[src/readout_defs.svh]
`ifndef READOUT_DEFS_SVH
`define READOUT_DEFS_SVH

// Bank geometry
`define RES_REG_COUNT     4
`define RES_WIDTH         12
`define RES_PTR_WIDTH     2
`define RES_CNT_WIDTH     3
// Pointer value that addresses register 1
`define RES_PTR_FIRST     2'h0
// Bus value while not driving
`define RES_BUS_IDLE      12'h000
// Buffer depth in front of the bank
`define RES_FIFO_DEPTH    8
// Synchroniser length for host pins
`define PIN_SYNC_STAGES   3

`endif

[src/result_fifo.sv]
// The result buffer module sits beside the readout logic in one design file

[src/readout_pkg.sv]
package readout_pkg;

   // One conversion result as it lands from the converter core
   typedef struct packed {
      logic [11:0] code;  // Two's complement for bipolar ranges
      logic        first; // First conversion of the sequence
   } conv_result_t;

   // Host strobes after the synchroniser
   typedef struct packed {
      logic sel_n;
      logic rd_n;
   } host_strobe_t;

   // Whether the sequence is still running
   typedef enum logic [0:0] {
      PH_CONVERTING = 1'b1,
      PH_DONE       = 1'b0
   } seq_phase_t;

endpackage

[src/result_register_readout.sv]
`timescale 1ns/1ps
`include "readout_defs.svh"

module result_register_readout #(
   parameter int REG_COUNT = `RES_REG_COUNT,
   parameter int DEPTH     = `RES_FIFO_DEPTH
) (
   // Clock and reset
   input  wire logic                         clk_i,
   input  wire logic                         rstn_i,
   // Results from the converter core
   input  wire logic                         res_valid_i,
   output      logic                         res_ready_o,
   input  wire readout_pkg::conv_result_t    res_i,
   // Sequence control from the converter core
   input  wire logic                         seq_start_i,
   input  wire logic [`RES_CNT_WIDTH-1:0]    seq_count_i,
   input  wire logic                         seq_end_i,
   // Host pins
   input  wire logic                         sel_n_i,
   input  wire logic                         rd_n_i,
   output      logic [`RES_WIDTH-1:0]        result_bus_o,
   output      logic                         result_bus_oe_o,
   // Status pins
   output      logic                         first_result_flag_o,
   output      logic                         busy_o,
   output      logic                         conv_done_n_o
);

   ////////////////////////////////////////////////////////////////////////////////
   // Host pin synchronisers

   logic [`PIN_SYNC_STAGES-1:0] sel_sync_r;
   logic [`PIN_SYNC_STAGES-1:0] rd_sync_r;
   readout_pkg::host_strobe_t   strobe_r;

   // Three stages; a change counts once stages two and three agree
   always_ff @(posedge clk_i or negedge rstn_i) begin
      if (!rstn_i) begin
         sel_sync_r <= '1;
         rd_sync_r  <= '1;
      end else begin
         sel_sync_r <= {sel_sync_r[`PIN_SYNC_STAGES-2:0], sel_n_i};
         rd_sync_r  <= {rd_sync_r[`PIN_SYNC_STAGES-2:0], rd_n_i};
      end
   end

   // Filtered strobes follow only when the last two stages agree
   always_ff @(posedge clk_i or negedge rstn_i) begin
      if (!rstn_i) begin
         strobe_r <= '{sel_n: 1'b1, rd_n: 1'b1};
      end else begin
         if (sel_sync_r[`PIN_SYNC_STAGES-2] == sel_sync_r[`PIN_SYNC_STAGES-1]) begin
            strobe_r.sel_n <= sel_sync_r[`PIN_SYNC_STAGES-1];
         end
         if (rd_sync_r[`PIN_SYNC_STAGES-2] == rd_sync_r[`PIN_SYNC_STAGES-1]) begin
            strobe_r.rd_n <= rd_sync_r[`PIN_SYNC_STAGES-1];
         end
      end
   end

   logic rd_rise;
   logic read_active;
   assign read_active = !strobe_r.sel_n && !strobe_r.rd_n;
   assign rd_rise     = !strobe_r.rd_n && !strobe_r.sel_n
                        && (rd_sync_r[`PIN_SYNC_STAGES-2] == rd_sync_r[`PIN_SYNC_STAGES-1])
                        && rd_sync_r[`PIN_SYNC_STAGES-1];

   ////////////////////////////////////////////////////////////////////////////////
   // Result buffer in front of the bank

   readout_pkg::conv_result_t fifo_out;
   logic                      fifo_valid;
   logic                      fifo_ready;

   result_fifo #(
      .WIDTH ($bits(readout_pkg::conv_result_t)),
      .DEPTH (DEPTH)
   ) u_fifo (
      .clk_i       (clk_i),
      .rstn_i      (rstn_i),
      .in_valid_i  (res_valid_i),
      .in_ready_o  (res_ready_o),
      .in_data_i   (res_i),
      .out_valid_o (fifo_valid),
      .out_ready_i (fifo_ready),
      .out_data_o  (fifo_out)
   );

   ////////////////////////////////////////////////////////////////////////////////
   // Sequence state

   readout_pkg::seq_phase_t          phase_r;
   logic [`RES_CNT_WIDTH-1:0]        last_cnt_r;   // Channels in this sequence
   logic [`RES_CNT_WIDTH-1:0]        filled_r;     // Results landed so far
   logic                             land;
   logic                             done_pulse_r;
   logic                             end_pend_r;   // Core has reported the end

   // At most one result lands every two cycles; stalls while a done strobe is still low
   assign fifo_ready = !done_pulse_r;
   assign land       = fifo_valid && fifo_ready;

   // Busy runs from start to the end of the whole sequence
   always_ff @(posedge clk_i or negedge rstn_i) begin
      if (!rstn_i) begin
         phase_r    <= readout_pkg::PH_DONE;
         last_cnt_r <= `RES_CNT_WIDTH'(REG_COUNT);
      end else if (seq_start_i) begin
         phase_r    <= readout_pkg::PH_CONVERTING;
         last_cnt_r <= (seq_count_i == '0) ? `RES_CNT_WIDTH'(1) : seq_count_i;
      end else if ((seq_end_i || end_pend_r) && !fifo_valid && !land) begin
         phase_r    <= readout_pkg::PH_DONE; // Low only once all results landed
      end
   end

   // A short end report is kept until the next start, so busy cannot stick high
   always_ff @(posedge clk_i or negedge rstn_i) begin
      if (!rstn_i) begin
         end_pend_r <= 1'b0;
      end else if (seq_start_i) begin
         end_pend_r <= 1'b0;
      end else if (seq_end_i) begin
         end_pend_r <= 1'b1;
      end
   end

   assign busy_o = (phase_r == readout_pkg::PH_CONVERTING);

   // Low-going done strobe, one cycle after each result lands
   always_ff @(posedge clk_i or negedge rstn_i) begin
      if (!rstn_i) begin
         done_pulse_r <= 1'b0;
      end else begin
         done_pulse_r <= land;
      end
   end

   assign conv_done_n_o = !done_pulse_r;

   ////////////////////////////////////////////////////////////////////////////////
   // Result bank, four registers indexed by landing order

   logic [`RES_WIDTH-1:0] bank_r [REG_COUNT];

   // Results fill registers upward from the first, no gaps
   always_ff @(posedge clk_i) begin
      if (land) begin
         bank_r[fifo_out.first ? `RES_PTR_FIRST : filled_r[`RES_PTR_WIDTH-1:0]]
            <= fifo_out.code; // Code passed through unchanged
      end
   end

   // Landing count, restarted by the first conversion
   always_ff @(posedge clk_i or negedge rstn_i) begin
      if (!rstn_i) begin
         filled_r <= '0;
      end else if (land) begin
         filled_r <= fifo_out.first ? `RES_CNT_WIDTH'(1) : filled_r + 1'b1;
      end else if (seq_start_i) begin
         filled_r <= '0;
      end
   end

   ////////////////////////////////////////////////////////////////////////////////
   // Read pointer

   logic [`RES_PTR_WIDTH-1:0] ptr_r;
   logic [`RES_CNT_WIDTH-1:0] ptr_plus;
   logic                      next_ready;
   logic                      at_last;
   logic                      rd_pend_r;   // Read edge waiting for its result

   assign ptr_plus   = {1'b0, ptr_r} + `RES_CNT_WIDTH'(1);
   assign at_last    = (ptr_plus >= last_cnt_r);
   assign next_ready = (ptr_plus < filled_r);

   // Landing wins; a read edge in the landing cycle is served by that landing
   always_ff @(posedge clk_i or negedge rstn_i) begin
      if (!rstn_i) begin
         ptr_r <= `RES_PTR_FIRST;
      end else if (land && fifo_out.first) begin
         ptr_r <= `RES_PTR_FIRST;
      end else if (land && filled_r > `RES_CNT_WIDTH'(0)
                   && busy_o && (ptr_plus == filled_r) && (rd_pend_r || rd_rise)) begin
         ptr_r <= ptr_r + 1'b1; // Held read advances as result lands
      end else if (rd_rise && at_last && (!busy_o || filled_r == last_cnt_r)) begin
         ptr_r <= `RES_PTR_FIRST; // Circular wrap
      end else if (rd_rise && (!busy_o || next_ready)) begin
         ptr_r <= ptr_r + 1'b1;
      end
   end

   // A read edge that found no next result waits for it to land
   always_ff @(posedge clk_i or negedge rstn_i) begin
      if (!rstn_i) begin
         rd_pend_r <= 1'b0;
      end else if (land) begin
         rd_pend_r <= 1'b0;
      end else if (rd_rise && busy_o && !next_ready && !at_last) begin
         rd_pend_r <= 1'b1;
      end
   end

   // Flag tracks whether register 1 is addressed and at least one result has landed
   assign first_result_flag_o = (ptr_r == `RES_PTR_FIRST) && (filled_r != '0);

   ////////////////////////////////////////////////////////////////////////////////
   // Bus drive

   // Registered so the pins never see a decode glitch
   always_ff @(posedge clk_i or negedge rstn_i) begin
      if (!rstn_i) begin
         result_bus_o    <= `RES_BUS_IDLE;
         result_bus_oe_o <= 1'b0;
      end else begin
         result_bus_o    <= read_active ? bank_r[ptr_r] : `RES_BUS_IDLE;
         result_bus_oe_o <= read_active;
      end
   end

endmodule

////////////////////////////////////////////////////////////////////////////////
// Result buffer, valid and ready on both sides

module result_fifo #(
   parameter int WIDTH = 13,
   parameter int DEPTH = `RES_FIFO_DEPTH
) (
   // Clock and reset
   input  wire logic             clk_i,
   input  wire logic             rstn_i,
   // Fill side
   input  wire logic             in_valid_i,
   output      logic             in_ready_o,
   input  wire logic [WIDTH-1:0] in_data_i,
   // Drain side
   output      logic             out_valid_o,
   input  wire logic             out_ready_i,
   output      logic [WIDTH-1:0] out_data_o
);

   localparam int AW = $clog2(DEPTH);

   logic [WIDTH-1:0] mem_r [DEPTH];
   logic [AW-1:0]    wr_ptr_r;
   logic [AW-1:0]    rd_ptr_r;
   logic [AW:0]      count_r;
   logic             push;
   logic             pop;

   // Handshakes; full and empty from the occupancy count
   assign in_ready_o  = (count_r != (AW+1)'(DEPTH));
   assign out_valid_o = (count_r != '0);
   assign push        = in_valid_i && in_ready_o;
   assign pop         = out_valid_o && out_ready_i;
   assign out_data_o  = mem_r[rd_ptr_r];

   // Storage, no reset needed on data
   always_ff @(posedge clk_i) begin
      if (push) begin
         mem_r[wr_ptr_r] <= in_data_i;
      end
   end

   // Pointers wrap at DEPTH, which need not be a power of two
   always_ff @(posedge clk_i or negedge rstn_i) begin
      if (!rstn_i) begin
         wr_ptr_r <= '0;
         rd_ptr_r <= '0;
      end else begin
         if (push) begin
            wr_ptr_r <= (wr_ptr_r == AW'(DEPTH - 1)) ? '0 : wr_ptr_r + 1'b1;
         end
         if (pop) begin
            rd_ptr_r <= (rd_ptr_r == AW'(DEPTH - 1)) ? '0 : rd_ptr_r + 1'b1;
         end
      end
   end

   // Occupancy
   always_ff @(posedge clk_i or negedge rstn_i) begin
      if (!rstn_i) begin
         count_r <= '0;
      end else if (push && !pop) begin
         count_r <= count_r + 1'b1;
      end else if (pop && !push) begin
         count_r <= count_r - 1'b1;
      end
   end

endmodule

[config.mk]
export PLATFORM = sky130hd
export DESIGN_NAME = result_register_readout
export DESIGN_NICKNAME = d
export VERILOG_FILES = /design/src/result_fifo.sv /design/src/readout_pkg.sv /design/src/result_register_readout.sv
export VERILOG_INCLUDE_DIRS = /design/src
export SDC_FILE = /design/constraint.sdc
export NUM_CORES = 1
export LEC_CHECK = 0
export ABC_AREA = 1
export BUFFER_PORTS_ARGS = -buffer_cell sky130_fd_sc_hd__buf_2
export CAP_MARGIN = 40
export CORE_AREA = 2 2 118 120
export DETAILED_ROUTE_END_ITERATION = 8
export DIE_AREA = 0 0 120 122
export PLACE_DENSITY_LB_ADDON = 0.2
export SYNTH_ARGS = -nofsm -noshare
export SYNTH_HDL_FRONTEND = slang
export SYNTH_SLANG_ARGS = --single-unit
[constraint.sdc]
create_clock -name clk_i -period 3 [get_ports clk_i]
set_clock_uncertainty 0.1 [all_clocks]
set_input_delay 0 -clock clk_i [delete_from_list [all_inputs] [get_ports clk_i]]
set_output_delay 0 -clock clk_i [all_outputs]
set_load 0.01 [all_outputs]
* Word level (Yosys, flattened, before mapping)
Memory sizes are Yosys's and may differ from the RTL's. Index checks and enable logic that the tools add are counted.
Storage, ports and cells: register bits 43, memory bits (writable) 152, logic and storage cells 103, memories kept 2
Memories:
- u_fifo.mem_r | depth 8, bits a word 13, read ports 1, clocked after memory_dff 0, write ports 1, RTL line result_register_readout.sv:246 | logic [WIDTH-1:0] mem_r [DEPTH];
- bank_r | depth 4, bits a word 12, read ports 1, clocked after memory_dff 0, write ports 1, RTL line result_register_readout.sv:144 | logic [`RES_WIDTH-1:0] bank_r [REG_COUNT];
Cells by class: add/sub/neg operators 7, $lt $le $gt $ge 3, equal/unequal tests 7, muxes and demuxes 24, reduce and logical (&&, ||, !) cells 44
Operators by type and width (count):
- logical AND 1 bit | 21
- 2-to-1 mux 3 bit | 6
- 2-to-1 mux 12 bit | 1
- 2-to-1 mux 1 bit | 10
- 2-to-1 mux 2 bit | 5
- nonzero test 2 bit | 5
- adder 3 x 1 -> 3 bit (second input constant) | 3
- zero test 1 bit | 9
- 2-to-1 mux 4 bit | 2
- nonzero test 4 bit | 2
- == test 3 bit | 2
- == test 3 bit (second input constant) | 2
- adder 4 x 1 -> 4 bit (second input constant) | 1
- logical OR 1 bit | 4
- != test 4 bit (second input constant) | 1
- subtractor 4 x 1 -> 4 bit (second input constant) | 1
- adder 2 x 1 -> 3 bit (second input constant) | 1
- greater-or-equal comparator 3 bit | 1
- greater-than comparator 3 x 1 -> 1 bit (second input constant) | 1
- zero test 3 bit | 1
- less-than comparator 3 bit | 1
- nonzero test 3 bit | 1
- adder 2 x 1 -> 2 bit (second input constant) | 1
- == test 1 bit | 2
- zero test 2 bit | 1

* Longest topological paths before layout
Gate-level depths: netlist of the first run.
depth in word-level cells 9, depth in mapped cells 14, gate-level depth less buffers 13

* Hierarchy
From an unflattened synthesis of the first run, not the netlist that was laid out.
Unflattened totals: cells, all modules 719, area total of the unflattened synthesis 8115.3 µm²
By module, submodules not included:
- result_fifo | times used 1, cells an instance 431, area an instance 4830.9 µm², seq. area each 3373.2 µm²
- result_register_readout | times used 1, cells an instance 288, area an instance 3284.4 µm², seq. area each 2278.4 µm²

* Worst setup path before layout of the first run
OpenSTA, ideal clock, no wires.
path type register -> register, start point reg u_fifo.rd_ptr_r[0], end point mem bank_r[1][0] in the netlist's numbering (enable), arrival 1850 ps, data required time 2504 ps, slack 654 ps, stages on the path, launching flop included 9, buffers on the path 1, period minus slack after synthesis 2346 ps, cells stage by stage dfrtp_1 > buf_6 > inv_6 > nand2_1 > nand3_1 > nand3_1 > nand2_1 > nand2_2 > nor3_1
On the way: cells in the longest elaborated chain, start to end 2
RTL lines:
- start, declared | RTL line result_register_readout.sv:248 | logic [AW-1:0] rd_ptr_r;
- start signal, assigned | RTL line result_register_readout.sv:277 | rd_ptr_r <= (rd_ptr_r == AW'(DEPTH - 1)) ? '0 : rd_ptr_r + 1'b1;
- memory read (8 x 13 bit)
- 2-to-1 mux 2 bit | RTL line result_register_readout.sv:149 | bank_r[fifo_out.first ? `RES_PTR_FIRST : filled_r[`RES_PTR_WIDTH-1:0]]
- end, declared | RTL line result_register_readout.sv:144
No other way between the ends.

* Final worst setup path of the first run
start point reg u_fifo.count_r[1], end point reg u_fifo.count_r[3]
On the way: cells in the longest elaborated chain, start to end 5, elaborated cells between the ends (all ways) 13, classes of those cells 2 x add/sub; 1 x eq/ne; 2 x mux; 8 x reduce/logical
RTL lines:
- start, declared | RTL line result_register_readout.sv:249 | logic [AW:0] count_r;
- start signal, assigned | RTL line result_register_readout.sv:287 | count_r <= count_r + 1'b1;
- start signal, assigned | RTL line result_register_readout.sv:289 | count_r <= count_r - 1'b1;
- != test 4 bit * | RTL line result_register_readout.sv:254 | assign in_ready_o = (count_r != (AW+1)'(DEPTH));
- logical AND 1 bit * | RTL line result_register_readout.sv:256 | assign push = in_valid_i && in_ready_o;
- net u_fifo.push | RTL line result_register_readout.sv:250 | logic push;
- zero test 1 bit | RTL line result_register_readout.sv:288 | end else if (pop && !push) begin
- logical AND 1 bit | RTL line result_register_readout.sv:288
- nonzero test 2 bit (no source line)
Mark *: on every way through the listed nets, which the timed path passes. The rest lies on a longest branch. The select of a mux whose other input is x is not followed. A chain may end at the register's enable or synchronous reset.

==> flow_summary.ini, run 1 <==
[final_layout]
finish.utilization = 0.685
finish.cell_count_without_fillers = 936
area_delta_synth_final_pct = 15.8
final_nets = 784
antenna-diode-count = 0
final.fill_count = 917
final_layout_size_suffix_gt1_frac = 0.164

[critical_path]
timing.critical_path.arrival_ps = 2650
timing.critical_path.to_type = flop
crit_start = u_fifo.count_r[1]
timing.setup.critical_path_class = flop to flop
worst_ep_required_time_ps = 3220
worst-path-max-fanout = 5
worstReg2RegStart = u_fifo.count_r[1]
worstSetupStartpointType = flop

[global_route]
grt_use_total = 0.226
grt_pass1_wl_um = 24900
initial_antenna_violation_count = 0
grt_overflow_total = 0
pin_count_of_the_biggest_net_entering_global_routing = 55
number_of_global_route_vias_before_repair = 5054

[timing]
fin_hold_ws_ps = 114
post-route-min-period_ps = 2430
final-hold-violation-count = 0
setup_violations = 0
worst_pin_slew_ps = 620
fin_ws_ps = 575
tns_ps = 0
max_slew_margin = 0.585
maxClockFrequency_ghz = 0.412
timing_max_transition_violations_final = 0
grt_setup_unrepaired = no
final_min_period_over_clock_period = 0.808

[pwr]
power.density_nw_per_um2 = 985
sequentialPowerShare = 0.432
max-vdd-ir-drop_mv = 0.506
comb_power_share = 0.333
power.clock.fraction = 0.235
switching_power_uw = 3320
leakagePower_uw = 0.00360
power.switching_fraction = 0.365
internal_power_uw = 5780

[synth]
synth_compound_gate_area_share = 0.0845
syn_avg_cell_area_um2 = 12.0
synth_top_cell_by_area = sky130_fd_sc_hd__edfxtp_1
post_synth_instance_area_um2 = 7980
yosys.area_share.simple = 0.134
leading_post_synthesis_cells_by_instance_count = 157 x sky130_fd_sc_hd__nor2_1, 152 x sky130_fd_sc_hd__edfxtp_1, 79 x sky130_fd_sc_hd__o21ai_0
synth.area.top_cells = sky130_fd_sc_hd__edfxtp_1 57%, sky130_fd_sc_hd__dfrtp_1 11%, sky130_fd_sc_hd__nor2_1 7.4%, sky130_fd_sc_hd__o21ai_0 5.0%, sky130_fd_sc_hd__dfstp_2 3.0%
post_synth_inst_count = 667
syn_nets = 707
synth_sequential_area_ratio = 0.708
post_synth_fa_ha_maj_area_fraction = 0.0288
synth.distinct_cells = 37
yosys_warnings = 0
synth-async-reset-ratio = 0.221
dominant_cell_by_count_in_the_synthesized_netlist = sky130_fd_sc_hd__nor2_1
area_fraction_of_the_dominant_cell_type_after_synthesis = 0.572
dominantRegCellSynth = sky130_fd_sc_hd__edfxtp_1
synth_enable_flop_cells = 152
synthMuxAreaShare = 0
synth_seq_cells = 195
synth_top_family_by_area = simple AND/OR/NAND/NOR gates
synthXorXnorAreaFrac = 0.00549

[floorplan]
die_height_um = 122
fp.coreArea_um2 = 13500
initial_core_utilization = 0.591
placementRows = 43
ioPinCount = 40
die_area_um2 = 14600
die_x_um = 120

[clock_network]
count_of_h_tree_levels_built_during_cts = 4
root_buffer = sky130_fd_sc_hd__clkbuf_16
worst_skew_pair.late_latency_ps = 440
clock_sinks = 195
max-clock-path-buffers = 2
clk_pin_slew_worst_paths_ps = 70
cts_tree = done
post_cts_buffers = 0
cts-buffers-inserted = 17
ctsResizeCount = 0
hold_buffers = 26

[drt]
drt_wl_total_um = 15300
detail_route.drc_violations = 0
drt.antenna.violating_nets = 0
wl_per_cell_um = 16.4
vias_after_detailed_routing = 5154
detailedRoute.firstIterationViolations = 374
post_dr_vias_cell = 5.51
drt-pass1-iter-count = 5

[min_path]
hp_start = sel_n_i
worst_hold_path_type = primary input to flop

[place]
placedCellCount = 879
io_buffers = 39
globalplace.congestion = 0.853
detailedPlacementHpwl_um = 9260
preCtsSetupSlack_ps = 633

[outcome]
status = finished, final reports clean

[flow_run]
drv_cap = 0
## sequential cells by signal (all words and copies together), names as in the netlist, 4 cells and up
register,flops
bank_r,48
result_bus_o,12
u_fifo.mem_r,104
u_fifo.count_r,4
## placed cells by master (no fill, tap or decap), drive strengths merged, types with 2 or more instances in the layout
master / netlist / routed
clkbuf: 8 / 17
inv: 40 / 47
ha: 16 / 16
edfxtp: 152 / 152
nand2: 69 / 69
o22ai: 13 / 13
a21oi: 16 / 16
clkinv: 1 / 7
dfrtp: 34 / 34
o21ai: 83 / 83
dlygate4sd3: 0 / 26
xor2: 2 / 2
buf: 19 / 59
dfstp: 9 / 9
nor2: 160 / 160
nand3: 19 / 19
nor3: 4 / 4
xnor2: 3 / 3
a31oi: 12 / 12
## cell families (layout without fill, tap and decap cells)
family	count (synthesis)	after routing
adders and majority gates	18	18
buffers and inverters	68	157
xor gates and xnor gates	5	5
AOI/OAI and AO/OA	127	127
and+or+nand+nor	254	254
DFF	195	195
## power by group through the flow
| stage | clock network (µW) | logic, µW | registers [µW] |
|---|---|---|---|
| after floorplan | 0 | 2160 | 3950 |
| after global placement | 0 | 2840 | 3970 |
| after detailed placement | 0 | 2980 | 3990 |
| after CTS | 2180 | 3020 | 3930 |
| after global routing | 2280 | 3410 | 3980 |
| final | 2140 | 3030 | 3930 |
## layout make-up
class | instances | area, µm² | area share
tap | 180 | 225 | 0.0244
multi-input combinational | 404 | 2020 | 0.218
timing repair buffer | 85 | 626 | 0.0676
clock buffer | 17 | 425 | 0.0460
inverter | 41 | 159 | 0.0172
sequential | 195 | 5650 | 0.611
clock inverter | 14 | 143 | 0.0154
## through the flow
step / total power [µW] / instance area [µm²]
4_1_cts: 9140 / 9250
5_1_grt: 9670 / 9250
3_3_place_gp: 6810 / 8390
6_report: 9110 / 9250
2_1_floorplan: 6110 / 7980
3_5_place_dp: 6970 / 8420
## worst paths after layout
path | to | slack (ps) | cells past startpoint
min in group asynchronous | u_fifo.rd_ptr_r[0] | 450 | 3
worst max register to register | u_fifo.count_r[3] | 570 | 13
worst min register to register | sel_sync_r[1] | 260 | 0
worst min-delay path | sel_sync_r[0] | 110 | 2
worst max-delay path | u_fifo.count_r[3] | 570 | 13
max in group asynchronous | u_fifo.count_r[1] | 1070 | 4
## routing by layer
layer | GRT usage | share of wire
met5 | 0 | 0
met4 | 0.0934 | 0.020
met3 | 0.0468 | 0.055
met2 | 0.390 | 0.50
met1 | 0.279 | 0.42
## worst max-delay path: stages (launching register included)
cell and delay, ps:
sky130_fd_sc_hd__dfrtp_1 440, sky130_fd_sc_hd__nor2_2 160, sky130_fd_sc_hd__nand3_1 110, sky130_fd_sc_hd__nand2_1 120, sky130_fd_sc_hd__inv_1 100, sky130_fd_sc_hd__ha_1 220
sky130_fd_sc_hd__inv_1 120, sky130_fd_sc_hd__ha_1 250, sky130_fd_sc_hd__a21o_1 180, sky130_fd_sc_hd__a21oi_1 190, sky130_fd_sc_hd__nand2_1 80, sky130_fd_sc_hd__nand2_1 70
sky130_fd_sc_hd__nor2_1 40, sky130_fd_sc_hd__xor2_1 130
Note: power is estimated with default switching activity, not from simulation.
==> run 2: changes to the inputs <==
==> constraint.sdc (replaced) <==
create_clock -name clk_i -period 2.5 [get_ports clk_i]
set_clock_uncertainty 0.1 [all_clocks]
set_input_delay 0 -clock clk_i [delete_from_list [all_inputs] [get_ports clk_i]]
set_output_delay 0 -clock clk_i [all_outputs]
set_load 0.01 [all_outputs]
==> run 2 against run 1 <==
Net effect:
- fmax is 2.5% higher
- die area did not move
- worst hold slack lost 91 ps
- sequential power rose by 20%
- sequential share of layout area grew 0.13 points
- clock-buffer cell count is the same
- setup slack worse by 440 ps
- first-iteration DRC count up 36%
- clock power grew 19%
- cell area fell by 0.19%
- power up 20%
- critical path type unchanged
- largest power group unchanged
- via count shrank 1.4%
==> flow_summary.ini, run 2 (synthesized netlist as in run 1, its figures left out) <==
[drt]
vias_after_detailed_routing = 5081
detailedRoute.firstIterationViolations = 507
detail_route.drc_violations = 0
drt.antenna.violating_nets = 0
post_dr_vias_cell = 5.43
drt_wl_total_um = 15000
wl_per_cell_um = 16.0
drt-pass1-iter-count = 7

[floorplan]
die_area_um2 = 14600
die_x_um = 120
placementRows = 43
initial_core_utilization = 0.591
ioPinCount = 40
die_height_um = 122
fp.coreArea_um2 = 13500

[place]
placed_area_um2 = 8420
io_buffers = 39
globalplace.congestion = 0.791
placedCellCount = 880
preCtsSetupSlack_ps = 133
detailedPlacementHpwl_um = 9060

[timing]
setup_violations = 0
tns_ps = 0
post-route-min-period_ps = 2370
final-hold-violation-count = 0
final_min_period_over_clock_period = 0.947
timing_max_transition_violations_final = 0
worst_pin_slew_ps = 577
maxClockFrequency_ghz = 0.423
fin_ws_ps = 134
max_slew_margin = 0.614

[critical_path]
worst-path-max-fanout = 5
timing.critical_path.to_type = flop
timing.setup.critical_path_class = flop to flop
timing.critical_path.arrival_ps = 2590
worstSetupStartpointType = flop
worst_ep_required_time_ps = 2720

[global_route]
number_of_global_route_vias_before_repair = 4869
grt_overflow_total = 0
initial_antenna_violation_count = 0
grt_use_total = 0.222
pin_count_of_the_biggest_net_entering_global_routing = 50
grt_pass1_wl_um = 24200

[final_layout]
most-common-layout-cells = 157 x sky130_fd_sc_hd__nor2_1, 152 x sky130_fd_sc_hd__edfxtp_1, 79 x sky130_fd_sc_hd__o21ai_0, 60 x sky130_fd_sc_hd__nand2_1, 39 x sky130_fd_sc_hd__buf_2
top_register = u_fifo.mem_r
finish.cell_count_without_fillers = 936
final_layout_size_suffix_gt1_frac = 0.168
area_delta_synth_final_pct = 15.6
finalInstanceArea_um2 = 9230
final_nets = 784
finish.utilization = 0.683
antenna-diode-count = 0
number_of_flip_flops_in_the_largest_register = 104
final_common_cell = sky130_fd_sc_hd__nor2_1

[pwr]
leakagePower_uw = 0.00360
max-vdd-ir-drop_mv = 0.584
power.density_nw_per_um2 = 1180

[clock_network]
worst_skew_pair.late_latency_ps = 440
cts_tree = done
count_of_h_tree_levels_built_during_cts = 4
cts-buffers-inserted = 17
clk_pin_slew_worst_paths_ps = 70
clock_sinks = 195
root_buffer = sky130_fd_sc_hd__clkbuf_16
max-clock-path-buffers = 2

[min_path]
worst_hold_path_type = primary input to asynchronous set/reset pin

[outcome]
status = finished, final reports clean

[flow_run]
drv_cap = 0
==> run 2: cell count changes in the layout (fill, tap and decap cells not counted), sizes merged <==
cell / change
clkinv: +2
buf: +1
clkinvlp: -1
inv: -2
bufinv: +1
dlygate4sd3: -1
==> run 2: report_power, final <==
group          internal (µW)  switching [µW]  total, µW
combinational           1180            2450       3630
clock                   1380            1160       2540
sequential              4450             262       4720
total                   7010            3880      10900
==> run 2: metrics by stage <==
step,power [µW],hold slack [ps]
floorplan,7330,-396
CTS,10900,14.7
detailed placement,8340,-186
finish,10900,22.1
global placement,8150,7.17
global route,11600,36.9
==> run 2: cell type report <==
| type | count | area (µm²) |
|---|---|---|
| Timing Repair Buffer | 85 | 616 |
| Inverter | 41 | 159 |
| Tap cell | 180 | 225 |
| Clock inverter | 14 | 128 |
| Fill cell | 972 | 4270 |
| Sequential cell | 195 | 5650 |
| Multi-Input combinational cell | 404 | 2020 |
| Clock buffer | 17 | 425 |
==> run 2: worst max-delay path: stages, from the launching register on <==
cell                      delay (ps)
sky130_fd_sc_hd__dfrtp_2         450
sky130_fd_sc_hd__nor2_2          160
sky130_fd_sc_hd__nand3_1         140
sky130_fd_sc_hd__nand2_2         110
sky130_fd_sc_hd__inv_1            80
sky130_fd_sc_hd__ha_1            220
sky130_fd_sc_hd__inv_2            90
sky130_fd_sc_hd__ha_1            240
sky130_fd_sc_hd__a21o_1          200
sky130_fd_sc_hd__a21oi_2         140
sky130_fd_sc_hd__nand2_1          60
sky130_fd_sc_hd__nand2_1          60
sky130_fd_sc_hd__nor2_1           50
sky130_fd_sc_hd__xor2_1          130
==> run 2: timing repair <==
action                                 CTS  global route
resized for setup                        0             4
hold buffers                            25             0
setup endpoints to repair                0             1
endpoints found under the hold margin  160             0
buffers inserted                         0             0
==> run 2: metal layers <==
| layer | vias up | wire length, µm | track usage |
|---|---|---|---|
| met1 | 2456 | 6350 | 0.278 |
| met5 | - | 0 | 0 |
| met3 | 25 | 784 | 0.0496 |
| met4 | 0 | 293 | 0.0860 |
| met2 | 144 | 7600 | 0.379 |
| li1 | 2456 | - | - |
==> run 2: path summary, 6_finish.rpt <==
kind                            cells past startpoint  slack (ps)              start                 to
worst max-delay path                               13         130  u_fifo.count_r[0]  u_fifo.count_r[3]
worst min-delay path                                2          20             rstn_i      last_cnt_r[2]
worst max register to register                     13         130  u_fifo.count_r[0]  u_fifo.count_r[3]
worst min register to register                      0         260      sel_sync_r[0]      sel_sync_r[1]
max in group asynchronous                           3        1400             rstn_i  u_fifo.count_r[0]
min in group clk_i                                  2         110             rd_n_i       rd_sync_r[0]
